===== src/fsi_regs.vh =====
// Register map and field constants of the frame start indication block
`ifndef FSI_REGS_VH
`define FSI_REGS_VH

// Register indices; byte address is four times the index
`define FSI_IDX_SYNC_CTRL   16'h9427
`define FSI_IDX_MARK_CTRL   16'h9428
`define FSI_IDX_RX_DELAY    16'h9429
`define FSI_IDX_STATUS      16'h9430

// Reset values
`define FSI_RST_SYNC_CTRL   16'h0000
`define FSI_RST_MARK_CTRL   16'h0034
`define FSI_RST_RX_DELAY    16'h0000

// Buffer sync control fields
`define FSI_SYNC_BIT        0

// Marker control fields
`define FSI_TX_EN_BIT       0
`define FSI_RX_EN_BIT       1
`define FSI_DELIM_BIT       2
`define FSI_FIXED_BIT       3
`define FSI_WIDTH_MSB       6
`define FSI_WIDTH_LSB       4
`define FSI_MARK_CTRL_MASK  16'h007F

// Receive delay fields
`define FSI_DEL10_MSB       15
`define FSI_DEL10_LSB       11
`define FSI_DEL100_MSB      10
`define FSI_DEL100_LSB      6
`define FSI_DEL1G_MSB       5
`define FSI_DEL1G_LSB       0

// Status fields
`define FSI_ST_TX_BIT       0
`define FSI_ST_RX_BIT       1
`define FSI_ST_SYNC_BIT     2

// Link speed codes
`define FSI_SPD_10M         2'h0
`define FSI_SPD_100M        2'h1
`define FSI_SPD_1G          2'h2

// Start frame delimiter, byte and nibble forms
`define FSI_SFD_BYTE        8'hD5
`define FSI_SFD_NIBBLE      4'hD

`endif


===== src/fsi_marker.v =====
// One direction of frame start marker generation, stepped per link clock
`timescale 1ns/1ps
module fsi_marker
(
	// Clock, reset, enable
	input  wire       ref_clk_i,
	input  wire       nrst_i,
	input  wire       ce_i,
	// Link clock edge strobe
	input  wire       tick_i,
	// Settings
	input  wire       en_i,
	input  wire       delim_i,
	input  wire       fixed_i,
	input  wire [2:0] width_i,
	input  wire [5:0] delay_i,
	// Frame
	input  wire       frame_i,
	input  wire       sfd_i,
	// Marker
	output reg        marker_o
);

// -----------------------------------------------------------------
// States
// -----------------------------------------------------------------
localparam ST_IDLE  = 5'h01;
localparam ST_ARM   = 5'h02;
localparam ST_DELAY = 5'h04;
localparam ST_ACT   = 5'h08;
localparam ST_HOLD  = 5'h10;

reg  [4:0] state_r;
reg  [6:0] cnt_r;
wire [6:0] limit;
wire       trig_now;

// Width in link cycles is (field + 1) * 8
assign limit    = {1'b0, width_i, 3'h0} + 7'h08;
// Without delimiter mode the first byte or nibble triggers
assign trig_now = !delim_i || sfd_i;

// -----------------------------------------------------------------
// Marker sequencer
// -----------------------------------------------------------------
// Only steps on link clock edges; frame end overrides every state
always @(posedge ref_clk_i)
begin
	if (!nrst_i)
	begin
		state_r  <= ST_IDLE;
		cnt_r    <= 7'h00;
		marker_o <= 1'b0;
	end
	else if (ce_i && tick_i)
	begin
		if (!frame_i)
		begin
			state_r  <= ST_IDLE;
			marker_o <= 1'b0;
		end
		else if (!en_i)
		begin
			state_r  <= ST_HOLD;
			marker_o <= 1'b0;
		end
		else
		begin
			case (state_r)
			ST_IDLE, ST_ARM:
			begin
				if (trig_now)
				begin
					cnt_r <= 7'h01;
					if (delay_i == 6'h00)
					begin
						state_r  <= ST_ACT;
						marker_o <= 1'b1;
					end
					else
						state_r <= ST_DELAY;
				end
				else
					state_r <= ST_ARM;
			end
			ST_DELAY:
			begin
				if (cnt_r == {1'b0, delay_i})
				begin
					state_r  <= ST_ACT;
					marker_o <= 1'b1;
					cnt_r    <= 7'h01;
				end
				else
					cnt_r <= cnt_r + 7'h01;
			end
			ST_ACT:
			begin
				if (fixed_i && cnt_r == limit)
				begin
					state_r  <= ST_HOLD;
					marker_o <= 1'b0;
				end
				else
					cnt_r <= cnt_r + 7'h01;
			end
			ST_HOLD:
				state_r <= ST_HOLD;
			default:
			begin
				state_r  <= ST_IDLE;
				marker_o <= 1'b0;
			end
			endcase
		end
	end
end

endmodule


===== src/fsi_top.v =====
// Frame start indication block with Wishbone register slave
// Functional notes
// - Transmit marker enable bit 0 gives a marker per sent frame, else none.
// - Receive marker enable bit 1 gives a marker per received frame, else none.
// - Transmit start is detected after the transmit buffer when it is used.
// - Delimiter bit 2 (reset 1) triggers on SFD, else on first beat.
// - Fixed width bit 3 holds marker a set count, else whole frame.
// - Fixed width lasts (field bits 6:4 plus one) times eight link cycles.
// - Markers always drop no later than the end of their frame.
// - At 10 Mbps receive marker is delayed by field bits 15:11.
// - At 100 Mbps receive marker is delayed by field bits 10:6.
// - At gigabit receive marker is delayed by field bits 5:0.
// - Buffer sync bit 0 selects synchronous buffer, except gigabit timing slave.
`timescale 1ns/1ps
`include "fsi_regs.vh"
module fsi_top
(
	// Clock, reset, enable
	input  wire        ref_clk_i,
	input  wire        nrst_i,
	input  wire        ce_i,
	// Wishbone slave
	input  wire        wb_cyc_i,
	input  wire        wb_stb_i,
	input  wire        wb_we_i,
	input  wire [31:0] wb_adr_i,
	input  wire [3:0]  wb_sel_i,
	input  wire [31:0] wb_dat_i,
	output reg  [31:0] wb_dat_o,
	output wire        wb_ack_o,
	// Link side, from outside the clock domain
	input  wire        link_clk_i,
	input  wire [1:0]  speed_i,
	input  wire        gig_slave_i,
	input  wire        tx_buf_used_i,
	input  wire        tx_mac_en_i,
	input  wire [7:0]  tx_mac_d_i,
	input  wire        tx_buf_en_i,
	input  wire [7:0]  tx_buf_d_i,
	input  wire        rx_dv_i,
	input  wire [7:0]  rx_d_i,
	// Outputs
	output wire        tx_buf_sync_o,
	output wire        tx_marker_o,
	output wire        rx_marker_o
);

// -----------------------------------------------------------------
// Functions
// -----------------------------------------------------------------
// Delimiter seen as a byte at gigabit, as a nibble below
// Below gigabit only the low nibble carries data, so the upper
// nibble of the data bus is ignored there on purpose.
// Shared by both directions, hence a function and not inline logic.
function fsi_is_sfd;
	input [7:0] d;
	input       gig;
	begin
		if (gig)
			fsi_is_sfd = (d == `FSI_SFD_BYTE);
		else
			fsi_is_sfd = (d[3:0] == `FSI_SFD_NIBBLE);
	end
endfunction

// -----------------------------------------------------------------
// Input synchronisers
// -----------------------------------------------------------------
// Every link pin is asynchronous to the system clock, so the whole
// bundle is flopped twice before any logic looks at it.
// Data and enables move half a link period ahead of the link clock
// edge, so they are settled by the time the synced edge is found.
// Limitation: the link clock must stay below half the system clock,
// otherwise edges are lost between two samples.
localparam SW = 32;

reg  [SW-1:0] sync1_r;
reg  [SW-1:0] sync2_r;
reg           link_clk3_r;
wire [SW-1:0] raw;
wire          tick;

// Pin bundle, most significant first; widths add up to SW
assign raw = {
	link_clk_i,     // 31
	speed_i,        // 30:29
	gig_slave_i,    // 28
	tx_buf_used_i,  // 27
	tx_mac_en_i,    // 26
	tx_mac_d_i,     // 25:18
	tx_buf_en_i,    // 17
	tx_buf_d_i,     // 16:9
	rx_dv_i,        // 8
	rx_d_i          // 7:0
};

// Two flops for every pin; the third clock flop only finds edges
always @(posedge ref_clk_i)
begin
	if (!nrst_i)
	begin
		sync1_r     <= {SW{1'b0}};
		sync2_r     <= {SW{1'b0}};
		link_clk3_r <= 1'b0;
	end
	else if (ce_i)
	begin
		sync1_r     <= raw;
		sync2_r     <= sync1_r;
		link_clk3_r <= sync2_r[31];
	end
end

// Synced copies, split back into their fields
// Only these copies are read by the logic below, never the first stage
wire       link_clk_s  = sync2_r[31];
wire [1:0] speed_s     = sync2_r[30:29];
wire       gig_slave_s = sync2_r[28];
wire       buf_used_s  = sync2_r[27];
wire       mac_en_s    = sync2_r[26];
wire [7:0] mac_d_s     = sync2_r[25:18];
wire       buf_en_s    = sync2_r[17];
wire [7:0] buf_d_s     = sync2_r[16:9];
wire       rx_dv_s     = sync2_r[8];
wire [7:0] rx_d_s      = sync2_r[7:0];

// Rising edge of the link clock
// The edge flop resets low like the synced clock, so no tick is seen
// during reset; a pin already high at release still gives a first tick.
assign tick = link_clk_s && !link_clk3_r;

// -----------------------------------------------------------------
// Registers
// -----------------------------------------------------------------
reg  [15:0] sync_ctrl_r;
reg  [15:0] mark_ctrl_r;
reg  [15:0] rx_delay_r;
reg         ack_r;
wire [15:0] idx;
wire        req;
wire        gig;
wire        sync_eff;

// Register index from the byte address; the two low bits select a
// byte inside the word and are covered by the lane enables instead.
// Address bits above 17 are not decoded, so the map repeats above.
assign idx      = wb_adr_i[17:2];
assign req      = wb_cyc_i && wb_stb_i && !ack_r;
assign wb_ack_o = ack_r;
assign gig      = (speed_s == `FSI_SPD_1G);

assign sync_eff = sync_ctrl_r[`FSI_SYNC_BIT] && !(gig && gig_slave_s);
assign tx_buf_sync_o = sync_eff;

// Write side; sel lane 0 and 1 carry the 16-bit registers
// Reserved bits are never stored, so they cannot leak into reads.
// The ack flop blocks a take of the same request in the ack cycle only,
// so a strobe held past the ack writes again in the cycle after it.
always @(posedge ref_clk_i)
begin
	if (!nrst_i)
	begin
		sync_ctrl_r <= `FSI_RST_SYNC_CTRL;
		mark_ctrl_r <= `FSI_RST_MARK_CTRL;
		rx_delay_r  <= `FSI_RST_RX_DELAY;
	end
	else if (ce_i && req && wb_we_i)
	begin
		case (idx)
		`FSI_IDX_SYNC_CTRL:
			if (wb_sel_i[0])
				sync_ctrl_r[0] <= wb_dat_i[0];
		`FSI_IDX_MARK_CTRL:
			if (wb_sel_i[0])
				mark_ctrl_r[6:0] <= wb_dat_i[6:0];
		`FSI_IDX_RX_DELAY:
		begin
			if (wb_sel_i[0])
				rx_delay_r[7:0] <= wb_dat_i[7:0];
			if (wb_sel_i[1])
				rx_delay_r[15:8] <= wb_dat_i[15:8];
		end
		default:
			sync_ctrl_r <= sync_ctrl_r;
		endcase
	end
end

// One-cycle ack and registered read data; unmapped reads give zero
// Read data stays put until the next read, which costs a little
// area but lets a slow master take it any time after the ack.
// Unmapped indices are still acked so a stray access never hangs.
always @(posedge ref_clk_i)
begin
	if (!nrst_i)
	begin
		ack_r    <= 1'b0;
		wb_dat_o <= 32'h0000_0000;
	end
	else if (ce_i)
	begin
		ack_r <= req;
		if (req && !wb_we_i)
		begin
			case (idx)
			`FSI_IDX_SYNC_CTRL:
				wb_dat_o <= {16'h0000, sync_ctrl_r};
			`FSI_IDX_MARK_CTRL:
				wb_dat_o <= {16'h0000,
					mark_ctrl_r & `FSI_MARK_CTRL_MASK};
			`FSI_IDX_RX_DELAY:
				wb_dat_o <= {16'h0000, rx_delay_r};
			`FSI_IDX_STATUS:
				wb_dat_o <= {29'h0000_0000, sync_eff,
					rx_marker_o, tx_marker_o};
			default:
				wb_dat_o <= 32'h0000_0000;
			endcase
		end
	end
end

// -----------------------------------------------------------------
// Frame sources and settings per direction
// -----------------------------------------------------------------
reg  [5:0] rx_del;
wire [1:0] dir_en;
wire [1:0] dir_frame;
wire [1:0] dir_sfd;
wire [5:0] dir_delay [0:1];
wire [1:0] dir_mark;
wire       tx_frame;
wire [7:0] tx_data;

// Detect after the buffer when used
assign tx_frame = buf_used_s ? buf_en_s : mac_en_s;
assign tx_data  = buf_used_s ? buf_d_s : mac_d_s;

// Receive delay picked by link speed
// The narrower fields are zero extended; speed code 3 has no field
// and gives no delay. The speed pin may move only with the link down.
always @*
begin
	case (speed_s)
	`FSI_SPD_10M:
		rx_del = {1'b0, rx_delay_r[`FSI_DEL10_MSB:`FSI_DEL10_LSB]};
	`FSI_SPD_100M:
		rx_del = {1'b0, rx_delay_r[`FSI_DEL100_MSB:`FSI_DEL100_LSB]};
	`FSI_SPD_1G:
		rx_del = rx_delay_r[`FSI_DEL1G_MSB:`FSI_DEL1G_LSB];
	default:
		rx_del = 6'h00;
	endcase
end

assign dir_en[0]    = mark_ctrl_r[`FSI_TX_EN_BIT];
assign dir_en[1]    = mark_ctrl_r[`FSI_RX_EN_BIT];
assign dir_frame[0] = tx_frame;
assign dir_frame[1] = rx_dv_s;
assign dir_sfd[0]   = fsi_is_sfd(tx_data, gig);
assign dir_sfd[1]   = fsi_is_sfd(rx_d_s, gig);
// Transmit side has no assertion delay in this block
assign dir_delay[0] = 6'h00;
assign dir_delay[1] = rx_del;

// -----------------------------------------------------------------
// Marker generators
// -----------------------------------------------------------------
// One generator per direction: index 0 transmit, index 1 receive.
// Both share the width and mode bits but keep their own counters,
// so a frame in one direction never disturbs the other.
// Markers leave flops, so they are glitch free at the pins.
// Width field feeds each generator
genvar g;
generate
	for (g = 0; g < 2; g = g + 1)
	begin : gen_dir
		fsi_marker u_marker
		(
			.ref_clk_i (ref_clk_i),
			.nrst_i    (nrst_i),
			.ce_i      (ce_i),
			.tick_i    (tick),
			.en_i      (dir_en[g]),
			.delim_i   (mark_ctrl_r[`FSI_DELIM_BIT]),
			.fixed_i   (mark_ctrl_r[`FSI_FIXED_BIT]),
			.width_i   (mark_ctrl_r[`FSI_WIDTH_MSB:`FSI_WIDTH_LSB]),
			.delay_i   (dir_delay[g]),
			.frame_i   (dir_frame[g]),
			.sfd_i     (dir_sfd[g]),
			.marker_o  (dir_mark[g])
		);
	end
endgenerate

// Marker outputs, straight from the generator flops
assign tx_marker_o = dir_mark[0];
assign rx_marker_o = dir_mark[1];

endmodule


===== config.mk =====
export PLATFORM = sky130hd
export DESIGN_NAME = fsi_top
export DESIGN_NICKNAME = d
export VERILOG_FILES = /design/src/fsi_marker.v /design/src/fsi_top.v
export VERILOG_INCLUDE_DIRS = /design/src /design/src/src
export SDC_FILE = /design/constraint.sdc
export NUM_CORES = 1
export LEC_CHECK = 0
export ABC_AREA = 1
export BUFFER_PORTS_ARGS = -buffer_cell sky130_fd_sc_hd__buf_2
export CORE_MARGIN = 2
export CORE_UTILIZATION = 45
export DETAILED_ROUTE_END_ITERATION = 7
export PLACE_DENSITY_LB_ADDON = 0.05
export SYNTH_ARGS = -nofsm -noshare
export SYNTH_HDL_FRONTEND = slang
export SYNTH_SLANG_ARGS = --single-unit

===== constraint.sdc =====
create_clock -name ref_clk_i -period 2.1 [get_ports ref_clk_i]
set_clock_uncertainty 0.1 [all_clocks]
set_input_delay 0.525 -clock ref_clk_i [delete_from_list [all_inputs] [get_ports ref_clk_i]]
set_output_delay 0.525 -clock ref_clk_i [all_outputs]
set_load 0.02 [all_outputs]

==> flow_summary_export.csv, run 1 <==
group,metric,value,unit
detailed_routing,routedWlPerCell,13.1,um
hold_path,holdCritPathClass,"input port to register",
sta,setup_viol,0,
floorplan,die_w,122,um
clocking,insertion_delay,0.42,ns
floorplan,dieArea,14800,um^2
floorplan,fp.coreArea,13300,um^2
detailed_routing,viasPerCell,5.04,
synth,yosys_warnings,0,
sta,post-route-period-util,0.962,
worst_setup_path,startpoint,"sync2_r[30]$_SDFFE_PN0P_",
detailed_routing,num_vias,5800,
global_route,grt_pass1_wl,25.0,mm
synth,synth_seq_cells,131,
clocking,clkSinkCount,131,
detailed_routing,drt_iter0_drc,369,
floorplan,rows,42,
detailed_routing,wl,15.0,mm
worst_setup_path,cp-start-kind,"register",
flow_run,maxCapViolCount,0,
clocking,cts_setup_buffers,0,
synth,syn_area,6220,um^2
clocking,clkSlewWorstSetupHoldPaths,0.06,ns
clocking,cts_buffers,17,
hold_path,hold_path.startpoint,"tx_buf_d_i[4]",
global_route,grt_pass1_vias,5426,
worst_setup_path,arrival,1.40,ns
cells_and_area,layout-drive-gt1-share,0.181,
worst_setup_path,r2r-start,"mark_ctrl_r[4]$_SDFFE_PN1P_",
worst_setup_path,criticalPathCategory,"register to output port",
cells_and_area,antenna_cells,0,
clocking,cts_buffer_depth,2,
floorplan,ioPinCount,142,
synth,synthArstFlopShare,0,
clocking,root_buffer,"clkbuf_16",
sta,hold_viol_final,0,
cells_and_area,stdcell_count,1151,
worst_setup_path,critPathMaxFanout,7,
cells_and_area,layout.nets,1073,
placed_design,dp_cells,1119,
sta,drv_slew,0,
worst_setup_path,critPathRequiredTime,1.47,ns
synth,avgSynthCellArea,7.16,um^2
sta,tightestPinTransition,0.763,ns
sta,rsz0062_at_grt,"no",
sta,slew_headroom,0.492,
global_route,antenna_found_initial,0,
clocking,cts_hold_buf,0,
synth,ys_types,46,
sta,fmax,495,MHz
synth,yosysSeqAreaShare,0.422,
power_and_ir_drop,p_leak,3.20,nW
global_route,track_usage,0.214,
power_and_ir_drop,p_per_area,819,nW/um^2
placed_design,io_buffers,91,
floorplan,die_height,122,um
detailed_routing,drc,0,
detailed_routing,ant_nets,0,
power_and_ir_drop,vdd_drop_max,738,uV
run_status,outcome,"completed",
clocking,htreeDepth,4,
clocking,cts_resized,3,
placed_design,dp_hpwl,10.8,mm
power_and_ir_drop,total_power,6.09,mW
synth,ys.flop_type,"dfxtp_1",
placed_design,gp_congestion,0.868,
synth,synthCells,868,
synth,synth_edf_count,0,
detailed_routing,dr.pass1.iters,5,
sta,min_period,2.02,ns
floorplan,start_util,0.466,
clocking,tritoncts,"done",
global_route,overflow,0,
cells_and_area,area_growth,19.7,%
global_route,grt_max_degree,80,
worst_setup_path,critPathCaptureType,"output port",
cells_and_area,final_core_util,0.557,
## cell usage after synthesis, types with 2 or more instances
library cell | count | area share
buf_6 | 3 | 0.0054
nor2_4 | 4 | 0.0072
buf_2 | 3 | 0.0024
o21ai_0 | 80 | 0.064
nand2_1 | 132 | 0.080
dfxtp_1 | 131 | 0.42
ha_1 | 5 | 0.010
buf_4 | 20 | 0.024
nand3_2 | 2 | 0.0032
nand3_4 | 2 | 0.0056
xnor2_1 | 7 | 0.0099
a21oi_1 | 49 | 0.039
inv_1 | 71 | 0.043
nand2_2 | 4 | 0.0040
nor3b_1 | 2 | 0.0024
a22o_1 | 2 | 0.0028
inv_2 | 4 | 0.0024
o211ai_1 | 4 | 0.0048
nor2_2 | 2 | 0.0020
nand3_1 | 50 | 0.040
clkbuf_1 | 25 | 0.015
nor4_1 | 2 | 0.0020
o22ai_1 | 2 | 0.0020
nand4_1 | 26 | 0.026
a211oi_1 | 9 | 0.011
xor2_1 | 6 | 0.0085
nor3_1 | 26 | 0.021
nor2_1 | 175 | 0.11
nor4_4 | 2 | 0.0068
o21ai_1 | 2 | 0.0016
## critical path: stages, from the launching register on
cell	delay, ns
dfxtp_1	0.35
inv_2	0.09
nor2_4	0.11
inv_2	0.07
o21ai_2	0.12
inv_1	0.06
buf_2	0.15
## area by class of cell
| type | instances | area (um^2) |
|---|---|---|
| multi-input cells | 624 | 3080 |
| clock buffers | 20 | 447 |
| inverters | 76 | 288 |
| fillers | 1309 | 5910 |
| flip-flops and latches | 131 | 2630 |
| repair buffers | 112 | 626 |
| well taps | 176 | 220 |
| clock inverters | 12 | 154 |
## power by group
part           leakage [nW]  switching (mW)  internal (mW)
logic                  1.84           0.292          0.157
registers              1.07          0.0464           2.58
clock network         0.287            1.12           1.90
total                  3.20            1.46           4.64
## flip-flops by register name, summed over array words and instances, names as in the netlist
register	count
sync1_r	32
sync2_r	32
rx_delay_r	16
wb_dat_o	16
gen_dir.u_marker.cnt_r	14
gen_dir.u_marker.state_r	9
mark_ctrl_r	7
gen_dir.u_marker.marker_o	2
link_clk3_r	1
sync_ctrl_r	1
wb_ack_o	1
## cells by family after synthesis
| kind of cell | synth area share |
|---|---|
| muxes | 0.00161 |
| other | 0.000603 |
| AOI/OAI and AO/OA | 0.138 |
| DFF | 0.422 |
| adders and majority gates | 0.0101 |
| and+or+nand+nor | 0.316 |
| buffers and inverters | 0.0940 |
| xor gates and xnor gates | 0.0183 |
## path summary, 6_finish.rpt
path / endpoint / slack (ns) / cells after the start
worst min-delay path: sync1_r[13]$_SDFFE_PN0P_ / 0.22 / 3
worst max-delay path: tx_buf_sync_o / 0.08 / 6
worst min register to register: sync2_r[5]$_SDFFE_PN0P_ / 0.35 / 2
worst max register to register: gen_dir[1].u_marker.cnt_r[2]$_SDFFE_PN0P_ / 0.21 / 10
## through the flow
step,setup TNS [ns],area [um^2],setup slack (ns),hold WS [ns]
after CTS,0,7430,0.0258,0.212
after floorplan,0,6270,0.246,0.329
after global routing,0,7440,0.00850,0.219
final,0,7440,0.0792,0.217
after global placement,0,6820,0.0482,0.343
after detailed placement,-0.0190,6820,-0.0112,0.346
## metal layers
layer / wire length [um] / part of all wire / vias up / track usage
met1: 6610 / 0.44 / 2638 / 0.261
met5: 0 / 0 / - / 0
met3: 707 / 0.047 / 21 / 0.0496
met2: 7530 / 0.50 / 126 / 0.372
li1: - / - / 3015 / -
met4: 187 / 0.012 / 0 / 0.0711
## cell usage in the layout (no fill, tap or decap), types with 3 or more instances in the layout
master | synthesis | final
clkinv_2 | 0 | 3
conb_1 | 1 | 16
o211ai_1 | 4 | 4
dfxtp_1 | 131 | 129
nand2_2 | 4 | 4
a21oi_1 | 49 | 49
inv_6 | 0 | 3
nand2_1 | 132 | 132
nor2_4 | 4 | 5
nor3_1 | 26 | 26
inv_1 | 71 | 70
ha_1 | 5 | 5
clkinvlp_4 | 0 | 3
buf_2 | 3 | 91
bufinv_16 | 0 | 3
nand3_1 | 50 | 50
nand4_1 | 26 | 26
xor2_1 | 6 | 6
nor2_1 | 175 | 175
buf_4 | 20 | 20
clkbuf_16 | 0 | 17
a211oi_1 | 9 | 9
o21ai_0 | 80 | 79
inv_2 | 4 | 5
xnor2_1 | 7 | 7
No activity file was read; power rests on OpenSTA's default activity.
==> inputs of run 2 (changes only) <==
--- a/config.mk
+++ b/config.mk
@@ -6,7 +6,6 @@
 export SDC_FILE = /design/constraint.sdc
 export NUM_CORES = 1
 export LEC_CHECK = 0
-export ABC_AREA = 1
 export BUFFER_PORTS_ARGS = -buffer_cell sky130_fd_sc_hd__buf_2
 export CORE_MARGIN = 2
 export CORE_UTILIZATION = 45
==> run 2 against run 1 <==
Against the previous run: the run now ends with negative setup slack left; sequential power is 2% lower; sequential cell count did not move; cell area up 13%; critical endpoint is now gen_dir[1].u_marker.cnt_r[6]$_SDFFE_PN0P_.
==> flow_summary_export.csv, run 2 <==
group,metric,value,unit
clocking,cts_buffer_depth,2,
run_status,outcome,"complete, but fails checks",
synth,yosysMostFrequentCell,"dfxtp_1",
synth,avgSynthCellArea,9.26,um^2
placed_design,io_buffers,91,
global_route,overflow,0,
floorplan,rows,43,
cells_and_area,mostFrequentLayoutCell,"dfxtp_1",
clocking,clkSinkCount,131,
worst_setup_path,critPathCaptureType,"register",
cells_and_area,area_growth,33.5,%
sta,fmax,461,MHz
worst_setup_path,arrival,2.37,ns
clocking,clkSlewWorstSetupHoldPaths,0.06,ns
cells_and_area,register_area,2640,um^2
floorplan,start_util,0.458,
global_route,grt_pass1_vias,5502,
synth,yosysSeqAreaShare,0.416,
run_status,violations,"negative setup slack",
global_route,grt_pass1_wl,25.6,mm
detailed_routing,num_vias,5537,
synth,synth_edf_count,0,
detailed_routing,dr.pass1.iters,4,
power_and_ir_drop,total_power,5.89,mW
synth,synthArstFlopShare,0,
clocking,htreeDepth,4,
detailed_routing,wl,16.2,mm
detailed_routing,ant_nets,0,
floorplan,fp.coreArea,13800,um^2
detailed_routing,routedWlPerCell,15.7,um
cells_and_area,multi_input_area,3700,um^2
flow_run,maxCapViolCount,0,
synth,synth.top_cell.area_share,0.416,
synth,synth_seq_cells,131,
cells_and_area,layout.nets,952,
floorplan,dieArea,15000,um^2
cells_and_area,reg_top3,"sync1_r (32), sync2_r (32)",
clocking,tritoncts,"done",
sta,hold_viol_final,0,
sta,setup_ws,-0.0683,ns
placed_design,gp_congestion,0.894,
synth,yosys.area.top_type,"dfxtp_1",
cells_and_area,n_fill_cell,1209,
sta,final.setup.tns,-0.292,ns
clocking,cts_hold_buf,0,
power_and_ir_drop,p_leak,3.47,nW
sta,post-route-period-util,1.03,
cells_and_area,antenna_cells,0,
floorplan,die_height,122,um
floorplan,die_w,122,um
sta,rsz0062_at_grt,"yes",
clocking,insertion_delay,0.42,ns
clocking,root_buffer,"clkbuf_16",
synth,synthCells,681,
detailed_routing,drt_iter0_drc,285,
synth,ys_top_cells_by_area,"dfxtp_1, mux2i_1, nor2_1",
sta,min_period,2.17,ns
worst_setup_path,criticalPathCategory,"register to register",
sta,hold-worst-slack,0.240,ns
clocking,cts_buffers,17,
synth,ys.flop_type,"dfxtp_1",
sta,setup_viol,6,
power_and_ir_drop,vdd_drop_max,503,uV
hold_path,holdCritPathClass,"input port to register",
worst_setup_path,cp-start-kind,"register",
synth,syn_area,6310,um^2
global_route,antenna_found_initial,0,
detailed_routing,drc,0,
worst_setup_path,critPathMaxFanout,7,
synth,ys_types,78,
synth,synth_common_cells,"dfxtp_1, nor2_1, mux2i_1",
global_route,track_usage,0.217,
detailed_routing,viasPerCell,5.36,
cells_and_area,final_cell_mix,"dfxtp_1, nor2_1, mux2i_1, buf_2, buf_4",
power_and_ir_drop,p_per_area,700,nW/um^2
placed_design,place_ws,-0.207,ns
sta,drv_slew,0,
placed_design,dp_hpwl,11.6,mm
floorplan,ioPinCount,142,
synth,yosys_warnings,0,
cells_and_area,layout-drive-gt1-share,0.333,
worst_setup_path,critPathRequiredTime,2.30,ns
global_route,grt_max_degree,66,
-- run 2: cell count changes after synthesis, moves of 9 or more --
cell	before	now
o21ai_0	80	9
mux2_2	0	9
a21oi_1	49	16
mux2i_1	1	99
inv_1	71	13
nand3b_1	0	9
nand3_1	50	19
nor3_1	26	6
a22oi_1	0	12
nand4_1	26	8
nand2_1	132	33
nor2_1	175	109
-- run 2: cells by family (layout without fill, tap and decap cells) --
logic type               Yosys count  after routing  synth area share
adder cells (fa/ha/maj)            5              5           0.00992
buffers and inverters             68            225            0.0518
flip-flops                       131            131             0.416
other                              1             16          0.000595
XOR/XNOR                          12             12            0.0189
AND/OR/NAND/NOR                  256            256             0.213
AO/OA/AOI/OAI                     99             99             0.115
multiplexers                     109            109             0.175
-- run 2: area by class of cell --
| cell class | count | area share |
|---|---|---|
| tap | 180 | 0.0267 |
| clock inverter | 12 | 0.0156 |
| timing repair buffer | 180 | 0.145 |
| clock buffer | 19 | 0.0538 |
| sequential | 131 | 0.313 |
| inverter | 14 | 0.00639 |
| multi-input combinational | 497 | 0.440 |
-- run 2: critical path, cell delays in order (launching register included) --
cell     delay, ns
dfxtp_4       0.36
buf_6         0.14
mux2i_4       0.18
o32ai_2       0.24
o22ai_2       0.16
o41a_1        0.56
a22oi_1       0.21
o22ai_1       0.10
-- run 2: power by group --
part / switching, mW / internal (mW) / total, mW
Combinational: 0.212 / 0.178 / 0.390
Sequential: 0.0355 / 2.55 / 2.58
Clock: 1.12 / 1.80 / 2.92
-- run 2: worst paths after layout --
path | from | slack, ns | cells after the start | end
worst max-delay path | sync2_r[30]$_SDFFE_PN0P_ | -0.07 | 7 | gen_dir[1].u_marker.cnt_r[6]$_SDFFE_PN0P_
worst min-delay path | tx_mac_en_i | 0.24 | 3 | sync1_r[26]$_SDFFE_PN0P_
worst max register to register | sync2_r[30]$_SDFFE_PN0P_ | -0.07 | 7 | gen_dir[1].u_marker.cnt_r[6]$_SDFFE_PN0P_
worst min register to register | wb_dat_o[4]$_SDFFE_PN0P_ | 0.36 | 2 | wb_dat_o[4]$_SDFFE_PN0P_
-- run 2: repair_timing --
action | 4_1_cts | 5_1_grt
resized for setup | 48 | 30
setup buffers | 5 | 6
pin swaps | 10 | 19
endpoints found under the setup margin | 23 | 25
cloned | 0 | 1
-- run 2: layer usage --
metal	wire, um	vias up	share of wire	track usage
li1	-	2746	-	-
met1	7260	2654	0.45	0.266
met2	7990	116	0.49	0.377
met3	661	21	0.041	0.0400
met4	252	0	0.016	0.0783
met5	0	-	0	0
-- run 2: per-stage QoR --
| step | std cells | cell area (um^2) | utilization |
|---|---|---|---|
| after global placement | 990 | 7410 | 0.538 |
| after detailed placement | 990 | 7410 | 0.538 |
| after CTS | 1026 | 8220 | 0.597 |
| after floorplan | 696 | 6370 | - |
| after global routing | 1033 | 8420 | 0.611 |
| final | 1033 | 8420 | 0.611 |
